**config.mk**
```make
export PLATFORM = sky130hd
export DESIGN_NAME = link_ctrl_cfg
export DESIGN_NICKNAME = d
export VERILOG_FILES = /design/src/hdl/cfg_regs_pkg.sv /design/src/hdl/link_ctrl_cfg.sv /design/src/hdl/bus_watchdog.sv
export SDC_FILE = /design/constraint.sdc
export NUM_CORES = 1
export LEC_CHECK = 0
export BUFFER_PORTS_ARGS = -buffer_cell sky130_fd_sc_hd__buf_2
export CAP_MARGIN = 5
export CORE_UTILIZATION = 40
export CTS_BUF_LIST = sky130_fd_sc_hd__clkbuf_16
export DETAILED_ROUTE_END_ITERATION = 16
export PLACE_DENSITY = 0.69
export SLEW_MARGIN = 20
export SYNTH_ARGS = -nofsm -noshare
export SYNTH_HDL_FRONTEND = slang
export SYNTH_HIERARCHICAL = 1
export SYNTH_SLANG_ARGS = --single-unit
```
**constraint.sdc**
```tcl
create_clock -name CLOCK_I -period 4.1 [get_ports CLOCK_I]
set_clock_uncertainty 0.2 [all_clocks]
set_input_delay 0.82 -clock CLOCK_I [delete_from_list [all_inputs] [get_ports CLOCK_I]]
set_output_delay 0.82 -clock CLOCK_I [all_outputs]
set_load 0.01 [all_outputs]
```
**src/hdl/cfg_regs_pkg.sv**
```systemverilog
package cfg_regs_pkg;
  // register offsets on the configuration port
  localparam logic [7:0] OFS_PAR_UPPER  = 8'h05;
  localparam logic [7:0] OFS_PAR_LOWER  = 8'h06;
  localparam logic [7:0] OFS_TMO_CTRL   = 8'h07;
  localparam logic [7:0] OFS_I2C_FIRST  = 8'h08;
  localparam logic [7:0] OFS_I2C_SECOND = 8'h09;
  // reset values
  localparam logic [7:0] RST_PAR_UPPER  = 8'h01;
  localparam logic [7:0] RST_PAR_LOWER  = 8'h00;
  localparam logic [7:0] RST_TMO_CTRL   = 8'hfe;
  localparam logic [7:0] RST_I2C_FIRST  = 8'h1c;
  localparam logic [7:0] RST_I2C_SECOND = 8'h10;
  // field positions
  localparam int TMO_CNT_LSB   = 1;
  localparam int TMO_OFF_BIT   = 0;
  localparam int WR_BLOCK_BIT  = 7;
  localparam int HOLD_LSB      = 4;
  localparam int FILT_LSB      = 0;
  localparam int SETUP_LSB     = 4;
  localparam int DELAY_LSB     = 2;
  localparam int WD_FAST_BIT   = 1;
  localparam int WD_OFF_BIT    = 0;
  // timing figures in their own units
  localparam int CLK_NS        = 20;
  localparam int TMO_STEP_MS   = 2;
  localparam int HOLD_STEP_NS  = 40;
  localparam int FILT_STEP_NS  = 5;
  localparam int SETUP_BASE_NS = 80;
  localparam int SETUP_STEP_NS = 640;
  localparam int DELAY_BASE_NS = 240;
  localparam int DELAY_STEP_NS = 40;
  localparam int WD_FAST_US    = 50;
  localparam int WD_SLOW_S     = 1;
  localparam int RECOV_HALF_NS = 5000;
  localparam int RECOV_PULSES  = 9;
  // derived cycle counts at 50 MHz
  localparam int TMO_STEP_CYC  = TMO_STEP_MS * 1000000 / CLK_NS;
  localparam int HOLD_STEP_CYC = (HOLD_STEP_NS + CLK_NS - 1) / CLK_NS;
  localparam int SETUP_BASE_CYC = (SETUP_BASE_NS + CLK_NS - 1) / CLK_NS;
  localparam int SETUP_STEP_CYC = (SETUP_STEP_NS + CLK_NS - 1) / CLK_NS;
  localparam int DELAY_BASE_CYC = (DELAY_BASE_NS + CLK_NS - 1) / CLK_NS;
  localparam int DELAY_STEP_CYC = (DELAY_STEP_NS + CLK_NS - 1) / CLK_NS;
  localparam int WD_FAST_CYC   = WD_FAST_US * 1000 / CLK_NS;
  localparam int WD_SLOW_CYC   = WD_SLOW_S * 1000000000 / CLK_NS;
  localparam int RECOV_HALF_CYC = RECOV_HALF_NS / CLK_NS;
  // watchdog states
  typedef enum logic [1:0] {WD_WATCH, WD_FREE, WD_RECOVER} wd_state_t;
endpackage

```
**src/hdl/link_ctrl_cfg.sv**
```systemverilog
`timescale 1ns/1ps
// Summary of operation
// - set port fault when errors reach limit
// - upper limit byte bits 15:8, reset 01
// - lower limit byte bits 7:0, reset 00
// - abort channel transaction after timeout
// - timeout count bits 7:1, 2 ms steps
// - bit 0 set stops the timeout
// - block bit rejects remote register writes
// - remote access to local targets unaffected
// - sda hold field, 40 ns steps
// - glitch filter width, 5 ns steps
// - ack setup 80 ns plus 640 ns steps
// - sda delay 240 ns plus 40 ns steps
// - watchdog fast 50 us, else 1 s
// - watchdog off bit zero enables detection
// - sda high and quiet means bus free
// - sda stuck low gets nine scl pulses
module link_ctrl_cfg
  import cfg_regs_pkg::*;
#(
  parameter int NUM_PORTS = 2,            // receive ports
  parameter int STEP_CYC  = TMO_STEP_CYC, // cycles per 2 ms
  parameter int SLOW_CYC  = WD_SLOW_CYC   // cycles per 1 s
) (
  input  wire logic                 CLOCK_I,         // system clock
  input  wire logic                 RST_I,           // sync reset, high
  input  wire logic [7:0]           REG_ADDR_I,      // register offset
  input  wire logic [7:0]           REG_WDATA_I,     // write data
  input  wire logic                 REG_WR_I,        // write strobe
  input  wire logic                 REG_RD_I,        // read strobe
  input  wire logic                 REG_REMOTE_I,    // access from control channel
  output logic [7:0]                REG_RDATA_O,     // read data
  output logic                      REG_RVALID_O,    // read data valid
  output logic                      REG_WREJ_O,      // remote write refused
  input  wire logic [NUM_PORTS-1:0] PAR_ERR_I,       // parity error seen
  input  wire logic [NUM_PORTS-1:0] PAR_CLR_I,       // clear count and flag
  output logic [NUM_PORTS-1:0]      PARITY_FAULT_O,  // limit reached
  input  wire logic                 CC_BUSY_I,       // channel transaction open
  output logic                      CC_ABORT_O,      // abort pulse
  input  wire logic                 SCL_I,           // local scl level
  input  wire logic                 SDA_I,           // local sda level
  output logic                      SCL_FILT_O,      // deglitched scl
  output logic                      SDA_FILT_O,      // deglitched sda
  output logic [3:0]                SDA_HOLD_CYC_O,  // sda hold cycles
  output logic [8:0]                ACK_SETUP_CYC_O, // ack setup cycles
  output logic [4:0]                SDA_DELAY_CYC_O, // sda launch cycles
  output logic                      SCL_O,           // scl drive level
  output logic                      SCL_OE_O,        // scl drive enable
  output logic                      BUS_FREE_O,      // bus free
  output logic                      BUS_RECOVER_O    // recovery active
);
  logic [7:0]  upper_q;   // limit high byte
  logic [7:0]  lower_q;   // limit low byte
  logic [7:0]  tmo_q;     // timeout control
  logic [7:0]  first_q;   // i2c port control, first
  logic [7:0]  second_q;  // i2c port control, second
  logic [16:0] pre_q;     // 2 ms prescaler
  logic [6:0]  step_q;    // elapsed 2 ms steps
  logic [1:0]  line_q;    // filtered scl, sda

  // field views
  wire [15:0] parity_error_limit = {upper_q, lower_q};
  wire [6:0]  ctrl_link_timeout_count = tmo_q[7:TMO_CNT_LSB];
  wire        ctrl_link_timeout_off = tmo_q[TMO_OFF_BIT];
  wire        wr_block = first_q[WR_BLOCK_BIT];
  wire [2:0]  hold_f = first_q[HOLD_LSB +: 3];
  wire [3:0]  filt_f = first_q[FILT_LSB +: 4];
  wire [3:0]  setup_f = second_q[SETUP_LSB +: 4];
  wire [1:0]  delay_f = second_q[DELAY_LSB +: 2];
  wire        bus_watchdog_fast = second_q[WD_FAST_BIT];
  wire        wd_off = second_q[WD_OFF_BIT];

  // write decode; a remote write is dropped only when blocked
  wire refuse = REG_WR_I && REG_REMOTE_I && wr_block;
  wire wr_ok  = REG_WR_I && !refuse;
  wire wr_up  = wr_ok && (REG_ADDR_I == OFS_PAR_UPPER);
  wire wr_lo  = wr_ok && (REG_ADDR_I == OFS_PAR_LOWER);
  wire wr_tmo = wr_ok && (REG_ADDR_I == OFS_TMO_CTRL);
  wire wr_1st = wr_ok && (REG_ADDR_I == OFS_I2C_FIRST);
  wire wr_2nd = wr_ok && (REG_ADDR_I == OFS_I2C_SECOND);

  // read select, unmapped offsets read as zero
  logic [7:0] rd_sel;
  always_comb begin
    if (REG_ADDR_I == OFS_PAR_UPPER) begin
      rd_sel = upper_q;
    end else if (REG_ADDR_I == OFS_PAR_LOWER) begin
      rd_sel = lower_q;
    end else if (REG_ADDR_I == OFS_TMO_CTRL) begin
      rd_sel = tmo_q;
    end else if (REG_ADDR_I == OFS_I2C_FIRST) begin
      rd_sel = first_q;
    end else if (REG_ADDR_I == OFS_I2C_SECOND) begin
      rd_sel = second_q;
    end else begin
      rd_sel = 8'h00;
    end
  end

  // register file; this path only guards register writes, so remote
  // traffic to local-bus targets never passes through the block bit
  always_ff @(posedge CLOCK_I) begin
    if (RST_I) begin
      upper_q  <= RST_PAR_UPPER;
      lower_q  <= RST_PAR_LOWER;
      tmo_q    <= RST_TMO_CTRL;
      first_q  <= RST_I2C_FIRST;
      second_q <= RST_I2C_SECOND;
    end else begin
      if (wr_up)  upper_q  <= REG_WDATA_I;
      if (wr_lo)  lower_q  <= REG_WDATA_I;
      if (wr_tmo) tmo_q    <= REG_WDATA_I;
      if (wr_1st) first_q  <= REG_WDATA_I;
      if (wr_2nd) second_q <= REG_WDATA_I;
    end
  end

  // read answer and refusal pulse, one cycle after the strobe
  always_ff @(posedge CLOCK_I) begin
    REG_RDATA_O  <= RST_I ? 8'h00 : (REG_RD_I ? rd_sel : REG_RDATA_O);
    REG_RVALID_O <= RST_I ? 1'b0 : REG_RD_I;
    REG_WREJ_O   <= RST_I ? 1'b0 : refuse;
  end

  // per-port parity counters and fault flags
  genvar p;
  generate
    for (p = 0; p < NUM_PORTS; p++) begin : g_port
      logic [15:0] cnt_q; // errors counted, saturating
      wire  [15:0] cnt_nxt = (cnt_q == 16'hffff) ? cnt_q : cnt_q + 16'd1;
      // compare at each new error; set wins over a same-cycle clear
      wire hit = PAR_ERR_I[p] && (cnt_nxt >= parity_error_limit);
      always_ff @(posedge CLOCK_I) begin
        if (RST_I) begin
          cnt_q             <= 16'h0000;
          PARITY_FAULT_O[p] <= 1'b0;
        end else begin
          cnt_q             <= PAR_ERR_I[p] ? cnt_nxt : (PAR_CLR_I[p] ? 16'h0000 : cnt_q);
          PARITY_FAULT_O[p] <= hit | (PARITY_FAULT_O[p] & ~PAR_CLR_I[p]);
        end
      end
    end
  endgenerate

  // control channel timeout; a zero count aborts on the first step,
  // which is why software keeps it non-zero
  wire step_tick = (pre_q == 17'(STEP_CYC - 1));
  wire run = CC_BUSY_I && !ctrl_link_timeout_off;
  wire due = run && step_tick && ((step_q + 7'd1) >= ctrl_link_timeout_count);
  always_ff @(posedge CLOCK_I) begin
    if (RST_I || !run) begin
      pre_q  <= '0;
      step_q <= '0;
    end else begin
      pre_q  <= step_tick ? '0 : pre_q + 17'd1;
      step_q <= due ? '0 : (step_tick ? step_q + 7'd1 : step_q);
    end
  end
  always_ff @(posedge CLOCK_I) begin
    CC_ABORT_O <= RST_I ? 1'b0 : due;
  end

  // glitch filter: a level is taken after it stays width+1 samples
  wire [3:0] filt_cyc = 4'((32'(filt_f) * FILT_STEP_NS + CLK_NS - 1) / CLK_NS);
  wire [1:0] raw = {SCL_I, SDA_I};
  genvar b;
  generate
    for (b = 0; b < 2; b++) begin : g_filt
      logic [3:0] run_q; // samples differing from the held level
      always_ff @(posedge CLOCK_I) begin
        if (RST_I) begin
          run_q     <= 4'h0;
          line_q[b] <= 1'b1;
        end else if (raw[b] == line_q[b]) begin
          run_q <= 4'h0;
        end else if (run_q >= filt_cyc) begin
          run_q     <= 4'h0;
          line_q[b] <= raw[b];
        end else begin
          run_q <= run_q + 4'h1;
        end
      end
    end
  endgenerate

  // timing settings in cycles, handed to the bus engines
  always_ff @(posedge CLOCK_I) begin
    if (RST_I) begin
      SDA_HOLD_CYC_O  <= 4'h0;
      ACK_SETUP_CYC_O <= 9'h000;
      SDA_DELAY_CYC_O <= 5'h00;
      SCL_FILT_O      <= 1'b1;
      SDA_FILT_O      <= 1'b1;
      SCL_O           <= 1'b0;
    end else begin
      SDA_HOLD_CYC_O  <= 4'(32'(hold_f) * HOLD_STEP_CYC);
      ACK_SETUP_CYC_O <= 9'(SETUP_BASE_CYC + 32'(setup_f) * SETUP_STEP_CYC);
      SDA_DELAY_CYC_O <= 5'(DELAY_BASE_CYC + 32'(delay_f) * DELAY_STEP_CYC);
      SCL_FILT_O      <= line_q[1];
      SDA_FILT_O      <= line_q[0];
      SCL_O           <= 1'b0; // open drain, only the enable moves
    end
  end

  // bus watchdog on the filtered lines
  bus_watchdog #(
    .SLOW_CYC (SLOW_CYC),
    .FAST_CYC (WD_FAST_CYC),
    .HALF_CYC (RECOV_HALF_CYC)
  ) u_wd (
    .clk_i    (CLOCK_I),
    .rst_i    (RST_I),
    .en_i     (!wd_off),
    .fast_i   (bus_watchdog_fast),
    .scl_i    (line_q[1]),
    .sda_i    (line_q[0]),
    .free_o   (BUS_FREE_O),
    .recov_o  (BUS_RECOVER_O),
    .scl_oe_o (SCL_OE_O)
  );

  a_fault_set: assert property (@(posedge CLOCK_I) disable iff (RST_I)
    PAR_ERR_I[0] && (g_port[0].cnt_nxt >= parity_error_limit) |=> PARITY_FAULT_O[0])
    else $error("parity fault not raised");
  a_upper_rst: assert property (@(posedge CLOCK_I)
    $past(RST_I) && !RST_I |-> upper_q == 8'h01)
    else $error("upper limit reset wrong");
  a_lower_rst: assert property (@(posedge CLOCK_I)
    $past(RST_I) && !RST_I |-> lower_q == 8'h00)
    else $error("lower limit reset wrong");
  a_abort_due: assert property (@(posedge CLOCK_I) disable iff (RST_I)
    CC_ABORT_O |-> $past(CC_BUSY_I) && ($past(step_q) + 7'd1 >= $past(ctrl_link_timeout_count)))
    else $error("abort before timeout");
  a_tmo_rst: assert property (@(posedge CLOCK_I)
    $past(RST_I) && !RST_I |-> tmo_q[7:1] == 7'h7f && !tmo_q[0])
    else $error("timeout field reset wrong");
  a_off_quiet: assert property (@(posedge CLOCK_I) disable iff (RST_I)
    $past(ctrl_link_timeout_off) |-> !CC_ABORT_O)
    else $error("abort while timeout off");
  a_remote_block: assert property (@(posedge CLOCK_I) disable iff (RST_I)
    REG_WR_I && REG_REMOTE_I && wr_block |=> $stable(upper_q) && $stable(first_q) && REG_WREJ_O)
    else $error("blocked remote write landed");
  a_local_write: assert property (@(posedge CLOCK_I) disable iff (RST_I)
    REG_WR_I && !REG_REMOTE_I && REG_ADDR_I == OFS_PAR_UPPER |=> upper_q == $past(REG_WDATA_I))
    else $error("local write lost");
  // a raised fault only drops on its own clear
  a_fault_hold: assert property (@(posedge CLOCK_I) disable iff (RST_I)
    PARITY_FAULT_O[0] && !PAR_CLR_I[0] |=> PARITY_FAULT_O[0])
    else $error("parity fault dropped");
endmodule

```
**src/hdl/bus_watchdog.sv**
```systemverilog
`timescale 1ns/1ps
module bus_watchdog
  import cfg_regs_pkg::*;
#(
  parameter int SLOW_CYC = WD_SLOW_CYC,   // slow expiry count
  parameter int FAST_CYC = WD_FAST_CYC,   // fast expiry count
  parameter int HALF_CYC = RECOV_HALF_CYC // recovery half period
) (
  input  wire logic clk_i,     // system clock
  input  wire logic rst_i,     // sync reset, high
  input  wire logic en_i,      // watchdog running
  input  wire logic fast_i,    // short expiry select
  input  wire logic scl_i,     // filtered scl
  input  wire logic sda_i,     // filtered sda
  output logic      free_o,    // bus judged free
  output logic      recov_o,   // recovery in progress
  output logic      scl_oe_o   // pull scl low
);
  wd_state_t   state_q;        // watchdog state
  logic [25:0] timer_q;        // quiet-time counter
  logic [4:0]  edges_q;        // recovery half periods done
  logic        scl_p_q;        // previous scl
  logic        sda_p_q;        // previous sda
  // any line change counts as signalling
  wire activity = (scl_i != scl_p_q) || (sda_i != sda_p_q);
  wire [25:0] limit = fast_i ? 26'(FAST_CYC) : 26'(SLOW_CYC);
  wire expired = (timer_q >= limit - 26'd1);
  wire half_done = (timer_q >= 26'(HALF_CYC - 1));

  // line history for activity detection
  always_ff @(posedge clk_i) begin
    scl_p_q <= rst_i ? 1'b1 : scl_i;
    sda_p_q <= rst_i ? 1'b1 : sda_i;
  end

  // watch, free and recovery sequencing
  always_ff @(posedge clk_i) begin
    if (rst_i || !en_i) begin
      state_q  <= WD_WATCH;
      timer_q  <= '0;
      edges_q  <= '0;
      free_o   <= 1'b0;
      recov_o  <= 1'b0;
      scl_oe_o <= 1'b0;
    end else begin
      case (state_q)
        WD_WATCH: begin
          timer_q <= (activity || expired) ? '0 : timer_q + 26'd1;
          if (!activity && expired && sda_i) begin
            state_q <= WD_FREE;
            free_o  <= 1'b1;
          end else if (!activity && expired) begin
            state_q <= WD_RECOVER;
            recov_o <= 1'b1;
            edges_q <= '0;
          end
        end
        WD_FREE: begin
          // leave as soon as anyone signals again
          if (activity) begin
            state_q <= WD_WATCH;
            free_o  <= 1'b0;
          end
        end
        default: begin
          // own scl toggling is not treated as activity here
          timer_q <= half_done ? '0 : timer_q + 26'd1;
          if (half_done) begin
            scl_oe_o <= ~scl_oe_o;
            edges_q  <= edges_q + 5'd1;
            if (edges_q == 5'(2 * RECOV_PULSES - 1)) begin
              state_q <= WD_WATCH;
              recov_o <= 1'b0;
            end
          end
        end
      endcase
    end
  end

  // recovery lasts at least eight cycles once started
  a_recover_len: assert property (@(posedge clk_i) disable iff (rst_i || !en_i)
    $rose(recov_o) |-> recov_o [*8])
    else $error("bus recovery ended too early");
endmodule

```
-- After elaboration in Yosys (flattened, before gate mapping)
Index checks and enable logic that the tools add are counted.
- $add $sub $neg: 13
- multipliers: 1
- div/mod/pow operators: 1
- magnitude comparators: 7
- eq/ne operators: 19
- muxes and demuxes: 33
- bitwise logic cells: 11
- reduce and logical (&&, ||, !) cells: 43
- operators with widths (operator ; count):
    two-way mux 16 bit ; 6
    two-way mux 26 bit ; 3
    one-hot mux 26 bit (2 select lines) ; 1
    two-way mux 8 bit ; 5
    adder 16 x 1 -> 16 bit, second input constant ; 2
    divider 32 x 5 -> 32 bit, second input constant ; 1
    equality test 16 bit, second input constant ; 2
    greater-or-equal comparator 16 bit ; 2
    adder 26 x 1 -> 26 bit, second input constant ; 1
    greater-or-equal comparator 26 bit ; 1
    greater-or-equal comparator 26 x 8 -> 1 bit, second input constant ; 1
    subtractor 26 x 1 -> 26 bit, second input constant ; 1
    equality test 8 x 3 -> 1 bit, second input constant ; 3
    adder 17 x 1 -> 17 bit, second input constant ; 1
    equality test 17 bit, second input constant ; 1
    equality test 8 x 4 -> 1 bit, second input constant ; 2
    logical AND 1 bit ; 15
    two-way mux 5 bit ; 3
    two-way mux 2 bit ; 5
    one-hot mux 5 bit (2 select lines) ; 1
    nonzero test 2 bit ; 5
    adder 3 x 9 -> 9 bit, first input constant ; 1
    subtractor 8 x 1 -> 9 bit, second input constant ; 1
    adder 4 x 1 -> 4 bit, second input constant ; 2
    other kinds (30) ; 62
- bits in registers: 175
- input port bits: 28
- output and inout bits: 37
- word-level logic and storage cells: 159

-- Logic depth before layout (Yosys ltp)
Gate-level depths: netlist of run 1.
- depth after elaboration: 7
- gate-level depth with buffers: 21
- depth with buffers taken out: 21

-- By module
Netlist of run 1, hierarchy kept.
- by module, submodules not included (module ; instances ; cells an instance ; area each (um^2) ; sequential area each (um^2)):
    link_ctrl_cfg ; 1 ; 894 ; 7582.3 ; 2642.5
    bus_watchdog ; 1 ; 268 ; 2533.7 ; 760.7

-- Least setup slack after synthesis of run 1
Ideal clock, no wire load.
- path type: register to register
- start: register first_q[1]
- end: register line_q[0]
- setup time: 129 ps
- arrival: 4207 ps
- required time: 3771 ps
- setup slack: -436 ps
- stages on the path, launching flop included: 21
- path buffers: 0
- period minus slack after synthesis: 4536 ps
- cell sequence: dfxtp_1 -> ha_1 -> ha_1 -> ha_1 -> and3b_1 -> o21a_1 -> o21a_1 -> ha_1 -> inv_1 -> o2111ai_1 -> a22oi_2 -> xnor2_1 -> a21o_1 -> o211ai_1 -> ha_1 -> nand2b_1 -> a21o_1 -> a21o_1 -> a21oi_1 -> mux2i_1 -> nand2_1
- longest elaborated chain between the ends: 6
- ends and longest elaborated chain (element ; RTL line ; source):
    start: declaration ; link_ctrl_cfg.sv:56 ; logic [7:0] first_q;
    start signal: assignment ; link_ctrl_cfg.sv:108 ; first_q <= RST_I2C_FIRST;
    start signal: assignment ; link_ctrl_cfg.sv:114 ; if (wr_1st) first_q <= REG_WDATA_I;
    multiplier 4 x 3 -> 7 bit ; link_ctrl_cfg.sv:165 ; wire [3:0] filt_cyc = 4'((32'(filt_f) * FILT_STEP_NS + CLK_NS - 1) / CLK_NS);
    adder 7 x 5 -> 8 bit ; link_ctrl_cfg.sv:165 ;
    subtractor 8 x 1 -> 9 bit ; link_ctrl_cfg.sv:165 ;
    divider 32 x 5 -> 32 bit ; link_ctrl_cfg.sv:165 ;
    greater-or-equal comparator 4 bit ; link_ctrl_cfg.sv:177 ; end else if (run_q >= filt_cyc) begin
    AND reduction 2 bit (no source line) ; n/a ;
    end signal: indexed assignment ; link_ctrl_cfg.sv:179 ; line_q[b] <= raw[b];
    end: declaration ; link_ctrl_cfg.sv:60 ; logic [1:0] line_q;
No other way between the ends.
A chain may end at the register's enable or synchronous reset.

-- Worst setup path in the final report of run 1
Ends and elaborated chain as after synthesis.

==> results of run 1 <==
-- final timing paths --
path | endpoint | slack [ns] | cells past startpoint
worst min-delay path | g_filt[1].run_q[0] | 0.25 | 1
worst max-delay path | line_q[0] | -0.21 | 19
worst min register to register | g_filt[1].run_q[0] | 0.25 | 1
worst max register to register | line_q[0] | -0.21 | 19
-- repair_timing --
item | in CTS | in global routing
setup buffers | 2 | 1
setup endpoints to repair | 10 | 10
pin swaps | 13 | 8
resized for setup | 9 | 7
hold endpoints to repair | 0 | 0
-- report_power, final --
part	leakage, nW	switching (mW)	internal, mW	total [mW]
registers	1.38	0.0213	1.67	1.69
logic	3.07	0.133	0.0798	0.213
clock network	0.299	0.782	0.875	1.66
-- cell families after synthesis --
logic type / share of synthesized area, %
xor+xnor: 7.27
simple gates: 25.5
mux: 2.42
buf+inv: 4.85
other cells: 0.0371
fa+ha+maj: 10.8
flops: 33.6
compound gates: 15.4
-- cells in the final DEF (no fill, tap or decap), drive strengths merged, types with 12 or more instances in the layout --
| cell | netlist | routed |
|---|---|---|
| a211oi | 14 | 14 |
| a21o | 19 | 19 |
| a21oi | 91 | 91 |
| and3 | 20 | 20 |
| buf | 21 | 94 |
| clkbuf | 33 | 17 |
| dfxtp | 170 | 170 |
| ha | 86 | 86 |
| inv | 39 | 47 |
| mux2i | 20 | 20 |
| nand2 | 82 | 82 |
| nand2b | 16 | 16 |
| nand3 | 58 | 58 |
| nand4 | 19 | 19 |
| nor2 | 117 | 117 |
| nor2b | 24 | 24 |
| nor3 | 49 | 49 |
| nor4 | 12 | 12 |
| o211ai | 13 | 13 |
| o21ai | 31 | 31 |
| xnor2 | 34 | 34 |
| xor2 | 50 | 50 |
-- metrics by stage --
stage | setup slack, ns | utilization [%] | power [mW] | instances | hold slack, ns
6_report | -0.213 | 47.1 | 3.56 | 1563 | 0.254
5_1_grt | -0.394 | 47.1 | 3.69 | 1563 | 0.284
4_1_cts | -0.182 | 46.9 | 3.60 | 1562 | 0.264
3_5_place_dp | -0.242 | 44.2 | 1.93 | 1528 | 0.248
3_3_place_gp | -0.149 | 44.2 | 1.93 | 1528 | 0.246
2_1_floorplan | -0.0975 | - | 1.87 | 1168 | 0.221
-- sequential cells by signal (all words and copies together), names as in the netlist, 2 cells and up --
signal and flops:
g_port.cnt_q 32, u_wd/timer_q 26, pre_q 17, REG_RDATA_O 8
first_q 8, g_filt.run_q 8, lower_q 8, second_q 8
tmo_q 8, upper_q 8, step_q 7, ACK_SETUP_CYC_O 5
u_wd/edges_q 5, SDA_DELAY_CYC_O 3, SDA_HOLD_CYC_O 3, PARITY_FAULT_O 2
line_q 2, u_wd/state_q 2
-- layer usage --
layer | vias to the layer above | share of wire (%)
li1 | 4310 | -
met1 | 4027 | 49
met2 | 196 | 46
met3 | 21 | 4.6
met4 | 0 | 1.2
met5 | - | 0
-- cell usage after synthesis (all sizes together), types with 16 or more instances --
master    n  area share [%]
a21o     19             1.4
a21oi    91             4.5
and3     20             1.2
buf      21             1.6
clkbuf   33             1.7
dfxtp   170              34
ha       86              11
inv      39             1.4
mux2i    20             2.0
nand2    82             3.0
nand2b   16            0.99
nand3    58             2.9
nand4    19             1.2
nor2    117             4.5
nor2b    24             1.5
nor3     49             3.5
o21ai    31             1.5
xnor2    34             2.9
xor2     50             4.3
-- area by class of cell --
| type | instances | area (µm²) | share of cell area [%] |
|---|---|---|---|
| multi-input cells | 903 | 6410 | 55.5 |
| flip-flops and latches | 170 | 3410 | 29.5 |
| repair buffers | 94 | 576 | 4.98 |
| clock buffers | 17 | 425 | 3.68 |
| well taps | 324 | 405 | 3.51 |
| clock inverters | 15 | 178 | 1.54 |
| inverters | 40 | 150 | 1.30 |
==> results by stage, run 1 <==
CTS:
- TritonCTS built the clock tree.
- CTS placed an instance of sky130_fd_sc_hd__clkbuf_16 at the clock tree root.
- The quantity of hold-fixing buffers added after cts is 0.
- The number of buffers created by CTS is 17.
- The total number of H-tree levels is 4.
- The clock-pin slew on the worst setup and hold paths is 0.07 ns.
- The total clock sinks is 170.
- For the worst-skew pair, the clock arrives at the later sink with an insertion delay of 0.44 ns.
- The longest clock path from root to sink contains 2 buffers.

Global route:
- The met1 global-route usage is 25.6%.
- The first-pass GRT wire length is 39000 µm.
- For this run, global-route usage on met2 was measured as 29.0%.
- The via count of the first global-routing pass is 7805.
- The largest net degree at the start of global routing is 86.
- In the global route stage, overall resource usage came out at 18.5%.
- The global route total overflow is 0.
- Global routing used 3.21% of the available met3 tracks.
- The layer flagged by global routing as most heavily used is met2.
- The initial antenna violation count is 0.

Setup path:
- STA classifies the critical path endpoint as a register.
- The reg-to-reg critical path startpoint is first_q[1].
- The cell that appears most often on the critical path is sky130_fd_sc_hd__ha_4.
- The slowest stage of the critical path is the sky130_fd_sc_hd__o31ai_1 cell.
- The critical path arrival is 4.43 ns.
- At the worst endpoint, the required time is 4.22 ns.
- The launching element of the worst setup path is first_q[1].
- The largest delay contributor family on the critical path is compound AO/OA/AOI/OAI gates.
- The critical path goes through ha_4 > ha_4 > ha_4 > and3b_2 > o21a_1 > buf_4 > buf_4 > o31ai_1 > nor2_1 > o21ai_0 > a21oi_1 > o211ai_1 > ha_1 > nand2b_4 > a21o_1 > a21o_1 > a21oi_2 > mux2i_1 > nand2_1.
- The critical path contains buffers and inverters numbering 2 combined.
- On the worst path, the slowest cell contributes a delay of 0.43 ns.
- Along the worst path, the maximum fanout reaches 4.
- The category of the most critical setup path is reg2reg.
- The startpoint class of the critical path is a register.

Place:
- In this run the cell area measured after placement is 10900 µm².
- The final weighted congestion of routability-driven global placement is 0.834.
- The total half-perimeter wirelength after legalization and detailed placement is 17000 µm.
- The count of input and output buffers is 57.

Floorplan:
- The floorplan has 57 rows.
- In this run the count of I/O pins placed on the die edge is 65.
- The die footprint is 25900 µm².
- In this run the vertical extent of the chip is 161 µm.
- The region available for standard cell placement spans 24500 µm².
- The floorplan die width is 161 µm.
- The starting density of the core is 41.2%.

Logic synthesis:
- The synthesized netlist contains 89 unique library cells.
- The number of synthesized flops with an enable pin is 0.
- Of the synthesized area, sequential elements account for 33.6%.
- For this run, the number of Yosys warnings is 6.
- The most frequently used flop master after synthesis is sky130_fd_sc_hd__dfxtp_1.
- A synthesized cell averages 8.71 µm².
- After technology mapping, the gate count stands at 1162.
- The fraction of registers with async set or reset after synthesis is 0%.
- After synthesis the netlist holds a flip-flop and latch count of 170.
- The synthesized netlist occupies a cell area of 10100 µm².

STA:
- Setup violations remaining at the end of the flow were counted as 10.
- For this run, the top clock speed supported by timing is 232 MHz.
- Setup repair after global routing could not meet its margin everywhere.
- The slew of the pin with the lowest slew margin is 1.02 ns.
- The max-slew violation count is 0.
- The time the worst path needs with I/O delays and setup is 4.31 ns.
- Once routing completed, OpenROAD measured the worst setup slack at -0.213 ns.
- For the final routed database, the setup TNS stands at -1.35 ns.
- After layout, the worst path uses 105% of the clock period.
- The final hold violation count was 0.
- In this run the tightest slew margin relative to its limit is 31.8%.

Run status:
- The final reports fail on negative setup slack.
- The run finished, with violations left.

Cells and area:
- The share of final-layout standard cells stronger than drive strength 1 is 16.6%.
- The filler cells instantiated in the layout total 2392.
- The net count reported at finish is 1341.
- Relative to the synthesized area, the layout overhead comes to 14.2%.
- The number of antenna cells inserted is 0.
- The final standard cell area without fillers is 11600 µm².

Routing:
- Wires add up to 23900 µm.
- After detailed routing, the number of remaining DRC violations is 0.
- The detail route stage leaves a number of antenna-violating nets equal to 0.
- Using the TritonRoute via totals, the vias-per-cell ratio works out to 5.47.
- In this run, the number of DRC markers left after iteration 0 of detailed routing was 575.
- For this run, the detailed router's first-pass iteration total came to 6.
- The detailed router placed 8554 vias in this run.
- Dividing the detail-routed wire length by the instance count gives 15.3 µm.

Pwr:
- Dividing total power by cell area gives a power density of 308 nW/µm².
- The leakage component of the power is 4.75 nW.
- The worst-case IR drop observed on VDD is 0.244 mV.

Hold path:
- The worst hold path startpoint is g_filt[1].run_q[0].
- The tightest min-delay check is of the reg2reg type.

Job:
- The reported max-cap violation count is 0.
Note: power is estimated with default switching activity, not from simulation.
==> run 2: changes to the inputs <==
Settings changed: SETUP_SLACK_MARGIN set to 0.1.
==> run 2 against run 1 <==
Against the previous run: the run still ends with negative setup slack left; largest cell class unchanged; largest power group is now the clock network; critical path depth increased by 1; sequential power about the same; via count decreased by 0.91%; highest routed layer unchanged.
==> results by stage, run 2 (same netlist as run 1, synthesis figures left out) <==
Run status:
- The flow ran to the end, but the final reports show violations.
- The final reports fail on negative setup slack.

Pwr:
- The logic gate share of total power is 5.8%.
- IR analysis of the VDD net gives a maximum drop of 0.230 mV.
- The clock share of power is 47.5%.
- The part of the power in registers is 46.6%.
- Net switching is 25.9% of the power.
- The reported net switching power is 0.938 mW.
- The cell-internal power is 2.68 mW.
- The leakage component of the power is 4.75 nW.
- In this run the power density over the cells is 313 nW/µm².

STA:
- At the pin with the least slew margin, the transition time is 0.724 ns.
- Derived from the worst setup path, the maximum achievable clock frequency is 233 MHz.
- Setup repair after global routing could not meet its margin everywhere.
- The max-slew violation count is 0.
- Setup violations remaining at the end of the flow were counted as 10.
- Once routing completed, OpenROAD measured the worst setup slack at -0.192 ns.
- The worst slew margin relative to its limit is 51.7%.
- The final hold violation count is 0.
- The time the worst path needs with I/O delays and setup is 4.29 ns.
- The final worst-path cycle share is 105%.

Cells and area:
- The library cells used most frequently in the layout, excluding fill and tap cells, are sky130_fd_sc_hd__dfxtp_1 (166), sky130_fd_sc_hd__nor2_1 (114), sky130_fd_sc_hd__a21oi_1 (87).
- Of the cells placed in the final design, the portion with a size suffix greater than 1 is 16.9%.
- The largest registers in the layout are g_port.cnt_q: 32 flops, u_wd/timer_q: 26 flops, pre_q: 17 flops.
- The most common cell after layout, fill and taps aside is sky130_fd_sc_hd__dfxtp_1.
- The finished cells cover 11600 µm².
- The number of antenna cells inserted is 0.
- The register with the most flip-flops in the layout has 32 of them.
- For this run, the number of standard cells in the final layout without fillers is 1564.
- The synthesis-to-layout area growth is 14.5%.
- The most flop-heavy register is g_port.cnt_q.
- The net count of the finished layout is 1342.

Setup path:
- STA classifies the critical path endpoint as a register.
- In this run the worst setup path terminates at line_q[0].
- The critical path's slowest cell is sky130_fd_sc_hd__dfxtp_4.
- The endpoint of the most critical register-to-register path is line_q[0].
- The number of buffers and inverters on the critical path is 1.
- The critical path depth is 20.
- The most numerous cell type found on the critical path is sky130_fd_sc_hd__ha_4.
- Traced cell by cell, the critical path runs through ha_4 > ha_4 > ha_4 > and3b_2 > o21a_1 > o21a_1 > ha_4 > inv_2 > o2111ai_4 > a22oi_2 > xnor2_1 > a21o_1 > o211ai_1 > ha_1 > nand2b_4 > a21o_1 > a21o_1 > a21oi_2 > mux2i_1 > nand2_1.
- The category of the most critical setup path is reg2reg.
- The largest delay contributor family on the critical path is compound AO/OA/AOI/OAI gates.
- The startpoint class of the critical path is a register.
- For the worst flop-to-flop path, the logic depth is 20.
- The setup check on the worst reg-to-reg path leaves a slack of -0.19 ns.
- The launching element of the worst setup path is first_q[1].
- The largest single stage delay on the critical path is 0.36 ns.
- The worst register-to-register path begins at first_q[1].
- At the worst endpoint, the required time is 4.22 ns.
- Of all nets on the critical path, the largest fanout is 4.
- Data arrives at the worst endpoint at 4.41 ns.

CTS:
- TritonCTS created 17 clock buffers.
- The clock reaches the later pin of the worst-skew pair after 0.44 ns.
- The root buffer cell chosen for the clock tree is sky130_fd_sc_hd__clkbuf_16.
- The clock drives 170 sinks.
- The buffer depth of the longest clock path is 2.
- The clock-pin slew on the worst setup and hold paths is 0.08 ns.
- The total number of H-tree levels is 4.
- TritonCTS built the clock tree.

Floorplan:
- The starting density of the core is 41.2%.
- From bottom edge to top edge, the die measures 161 µm.
- The floorplan die width is 161 µm.
- The floorplan has 57 rows.
- The boundary pin count is 65.
- The total area inside the core boundary comes to 24500 µm².
- The floorplan step defined a die boundary enclosing 25900 µm².

Place:
- The placement-stage cell area is 10900 µm².
- The worst setup slack before clock tree synthesis is -0.298 ns.
- Once detailed placement completed, the half-perimeter wirelength came to 17400 µm.
- After detailed placement, the design holds a cell count of 1529.
- Port buffering added 57 buffers.
- At the end of routability-driven placement, the weighted congestion stood at 0.841.

Global route:
- The initial antenna violation count is 0.
- Global routing finished with a remaining overflow of 0.
- The largest net degree at the start of global routing is 37.
- The first-pass GRT wire length is 40700 µm.
- The total routing usage reported by global routing is 19.2%.
- The via count of the first global-routing pass came to 8080.

Routing:
- The detail route stage leaves a number of antenna-violating nets equal to 0.
- The number of DRC markers in iteration 0 is 448.
- The number of remaining DRC errors is 0.
- The routed wirelength normalized by instance count is 15.4 µm.
- The total wire length is 24100 µm.
- For this run, the detailed router's first-pass iteration total came to 6.
- The detailed-route vias per instance is 5.42.
- The final route contains 8476 vias.

Hold path:
- The worst hold-check path type is reg2reg.

Job:
- The reported max-cap violation count is 0.
run 2: worst register-to-register path: cells and delay by family, from the launching register on:
kind / cells / cell delay, ns
multiplexers: 1 / 0.20
flip-flops: 1 / 0.36
AO/OA/AOI/OAI: 9 / 1.69
buffers and inverters: 1 / 0.06
AND/OR/NAND/NOR: 3 / 0.43
XOR/XNOR: 1 / 0.12
adder cells (fa/ha/maj): 5 / 1.12
run 2: power by group through the flow:
stage          sequential (mW)  combinational, mW  clock (mW)
6_report                  1.69              0.212        1.72
5_1_grt                   1.69              0.236        1.82
4_1_cts                   1.69              0.212        1.75
3_5_place_dp              1.73              0.206           0
3_3_place_gp              1.73              0.201           0
2_1_floorplan             1.73              0.146           0
run 2: worst min path at each step:
stage,startpoint,end,slack [ns],cells past startpoint
floorplan,second_q[3],SDA_DELAY_CYC_O[3],0.22,1
global placement,pre_q[0],pre_q[0],0.24,1
detailed placement,pre_q[0],pre_q[0],0.25,1
CTS,pre_q[0],pre_q[0],0.27,1
global route,pre_q[0],pre_q[0],0.29,1
finish,pre_q[0],pre_q[0],0.27,1
run 2: area by class of cell:
class                   count  area, µm²
clock buffers              17        425
clock inverters            15        204
fillers                  2344      12900
inverters                  40        150
multi-input cells         903       6420
flip-flops and latches    170       3410
well taps                 324        405
repair buffers             95        571
run 2: metal layers:
layer / share of wire [%] / GRT usage, % / up-vias / routed length (µm)
li1: - / - / 4303 / -
met1: 48 / 26.1 / 3958 / 11500
met2: 46 / 31.4 / 191 / 11200
met5: 0 / 0 / - / 0
met4: 1.5 / 5.87 / 0 / 365
met3: 4.6 / 2.75 / 24 / 1120
run 2: repair_timing:
item | 4_1_cts | 5_1_grt
pin swaps | 13 | 5
hold buffers | 0 | 0
setup endpoints to repair | 10 | 10
setup buffers | 3 | 0
resized for setup | 10 | 9
run 2: through the flow:
stage	utilization [%]	hold slack (ns)	total power [mW]	TNS, ns
floorplan	-	0.221	1.87	-0.194
global placement	44.2	0.240	1.93	-1.00
detailed placement	44.2	0.250	1.93	-2.07
CTS	47.1	0.270	3.66	-1.47
global route	47.2	0.289	3.75	-3.47
finish	47.2	0.267	3.62	-1.15
==> run 3: changes to the inputs <==
==> constraint.sdc (replaced) <==
create_clock -name CLOCK_I -period 4.1 [get_ports CLOCK_I]
set_clock_uncertainty 0.2 [all_clocks]
set_input_delay 0.41 -clock CLOCK_I [delete_from_list [all_inputs] [get_ports CLOCK_I]]
set_output_delay 0.41 -clock CLOCK_I [all_outputs]
set_load 0.01 [all_outputs]
==> run 3 against run 2 <==
Against the previous run: the flow still finishes with violations (negative setup slack); utilization fell by 0.47 points; clock power fell by 8%; combinational power is essentially flat; via count up 0.61%; total power is 4.1% lower; fmax down 0.14%; flip-flop and latch count unchanged; sequential share of layout area grew 0.30 points; largest power group is now sequential cells.
==> results by stage, run 3 (same netlist as run 1, synthesis figures left out) <==
Setup path:
- The signal on the critical path passes through ha_4 > ha_4 > ha_4 > and3b_2 > o21a_1 > o21a_1 > ha_1 > inv_2 > o2111ai_4 > a22oi_2 > xnor2_1 > a21o_1 > o211ai_1 > ha_1 > nand2b_4 > a21o_1 > a21o_1 > a21oi_2 > mux2i_1 > nand2_1.
- The critical path depth is 20.
- For this run, the slowest stage of the critical path takes 0.37 ns.
- In this run the critical register-to-register path is captured at line_q[1].
- By startpoint and endpoint, the worst setup path is classified as reg2reg.
- In this run the worst path has a maximum fanout of 4.
- The worst setup path is launched from a register.
- The worst endpoint required time is 4.21 ns.
- For the worst setup path, the data arrival time is 4.41 ns.
- Setup slack on the worst reg-to-reg path comes out at -0.20 ns.
- The launching element of the worst setup path is first_q[1].
- The critical path ends at line_q[1].
- STA classifies the critical path endpoint as a register.
- For this design, the slowest cell found on the critical path is sky130_fd_sc_hd__dfxtp_4.
- The worst register-to-register path has a depth of 20.
- The largest delay contributor family on the critical path is compound AO/OA/AOI/OAI gates.
- Together, buffers and inverters on the worst path number 1.
- In this run the critical register-to-register path is launched from first_q[1].

Cells and area:
- Leaving out fill and tap cells, the most frequent cell in the layout is sky130_fd_sc_hd__dfxtp_1.
- The share of final-layout standard cells stronger than drive strength 1 is 16.1%.
- The count of placed standard cells in the final layout, fillers left out is 1559.
- Once layout is complete, the utilization of the core stands at 46.8%.
- The final standard cell area without fillers is 11500 µm².
- The most flop-heavy register is g_port.cnt_q.
- From synthesis to final layout, the design area changed by 13.4%.
- In the layout the commonest cells are sky130_fd_sc_hd__dfxtp_1 (166), sky130_fd_sc_hd__nor2_1 (114), sky130_fd_sc_hd__a21oi_1 (87).
- After the last flow step, the layout net total stands at 1337.
- The repair_antennas step left the layout with diodes totalling 0.
- The flip-flop count of the largest register, all copies and words added is 32.
- The largest registers in the layout are g_port.cnt_q: 32 flops, u_wd/timer_q: 26 flops, pre_q: 17 flops.

Pwr:
- The leakage component of the power is 4.70 nW.
- The total power is 3.47 mW.
- Across the VDD grid, the largest voltage drop is 0.221 mV.
- Power spread over the standard cell area amounts to 303 nW/µm².

Place:
- The number of placed instances, taps included, is 1523.
- After detailed placement, the total cell area comes to 10800 µm².
- The total half-perimeter wirelength after legalization and detailed placement is 17100 µm.
- In this run the tool buffered the top-level ports with 57 buffer cells.
- The final weighted congestion of routability-driven global placement is 0.844.

STA:
- Setup violations remaining at the end of the flow were counted as 10.
- Static timing analysis puts the maximum clock frequency at 233 MHz.
- Setup repair after global routing could not meet its margin everywhere.
- Summed over all failing endpoints, the final setup total negative slack is -1.36 ns.
- For the pin with the worst max-slew slack, the measured transition is 0.914 ns.
- The max-slew violation count came to 0.
- The minimum setup slack in the final design is -0.198 ns.
- The final hold violation count is 0.
- The worst path uses 105% of the clock period.
- The worst slew margin relative to its limit is 38.8%.
- For the finished layout, the period the worst path requires is 4.30 ns.

Global route:
- The initial antenna violation count was 0.
- The total overflow left after global routing is 0.
- The via count of the first global-routing pass was 8006.
- met2 is the most crowded layer.
- The first global-routing pass estimated 39400 µm of wire.
- The largest net degree at the start of global routing is 85.
- Global routing consumed, on the met3 layer, 3.52% of the routing resources.
- In the global route stage, overall resource usage came out at 18.6%.
- The met2 demand-to-capacity share in global routing is 30.0%.
- The met1 global-route usage is 25.1%.

Floorplan:
- The placeable core region is 24500 µm².
- Pin placement for this block handled 65 I/O pins.
- The initial utilization of the core area, before any placement, comes to 41.2%.
- The die footprint is 25900 µm².
- The row count is 57.
- The floorplan die width is 161 µm.
- The die is 161 µm tall.

Routing:
- In the routed layout, each cell is associated on average with a via count of 5.47.
- The number of DRC markers in iteration 0 is 508.
- The routed wirelength normalized by instance count is 15.1 µm.
- For this run, the detailed router's first-pass iteration total came to 7.
- Detailed routing inserted a total of 8528 vias.
- The total wire length is 23500 µm.
- The antenna violation net count after detailed routing is 0.
- The number of remaining DRC errors is 0.

Run status:
- The final reports fail on negative setup slack.
- The flow ran to the end, but the final reports show violations.

Job:
- Max-cap violations in this run came to 0.

CTS:
- The total clock sinks is 170.
- In this run, post-CTS hold repair placed 0 buffers.
- Clock latency on the worst-skew pair, taken at its later pin, is 0.43 ns.
- The cell at the root of the clock tree is sky130_fd_sc_hd__clkbuf_16.
- TritonCTS built the clock tree.
- Clock tree synthesis inserted a total of 17 buffers.
- The H-tree was split into 4 levels.
- The buffer depth of the longest clock path is 2.
- The clock-pin slew on the worst setup and hold paths is 0.07 ns.

Hold path:
- The worst hold-check path type is in2reg.
run 3: area by class of cell:
type / instances / area, µm²
fillers: 2386 / 13100
multi-input cells: 903 / 6380
flip-flops and latches: 170 / 3410
repair buffers: 90 / 546
clock buffers: 17 / 425
well taps: 324 / 405
clock inverters: 15 / 154
inverters: 40 / 150
run 3: power breakdown:
group / switching [mW] / internal [mW]
logic: 0.131 / 0.0776
registers: 0.0207 / 1.67
clock network: 0.764 / 0.813
total: 0.916 / 2.56
run 3: per-stage QoR:
| stage | hold slack [ns] | setup slack (ns) |
|---|---|---|
| after floorplan | 0.221 | -0.0970 |
| after global placement | 0.238 | -0.174 |
| after detailed placement | 0.254 | -0.248 |
| after CTS | 0.00606 | -0.236 |
| after global routing | 0.0140 | -0.442 |
| final | 0.0164 | -0.198 |
run 3: timing repair:
| item | in CTS | in global routing |
|---|---|---|
| resized for setup | 9 | 3 |
| pin swaps | 14 | 5 |
| endpoints found under the setup margin | 10 | 10 |
| setup buffers | 3 | 1 |
run 3: worst min-delay path by stage:
stage / from / end / slack (ns) / cells after the start
2_1_floorplan: second_q[3] / SDA_DELAY_CYC_O[3] / 0.22 / 1
3_3_place_gp: pre_q[0] / pre_q[0] / 0.24 / 1
3_5_place_dp: g_filt[1].run_q[0] / g_filt[1].run_q[0] / 0.25 / 1
4_1_cts: SDA_I / line_q[0] / 0.006 / 3
5_1_grt: SDA_I / line_q[0] / 0.01 / 3
6_report: SDA_I / line_q[0] / 0.02 / 3
run 3: layer usage:
layer  routed length (µm)  share of wire, %  vias up
met5                    0                 0        -
met4                  376               1.6        0
met3                 1110               4.7       22
met2                10800                46      209
met1                11300                48     4004
li1                     -                 -     4293
run 3: worst min-delay path: stages:
cell and delay, ns:
sky130_fd_sc_hd__buf_2 0.09, sky130_fd_sc_hd__mux2i_1 0.06, sky130_fd_sc_hd__nand2_1 0.05
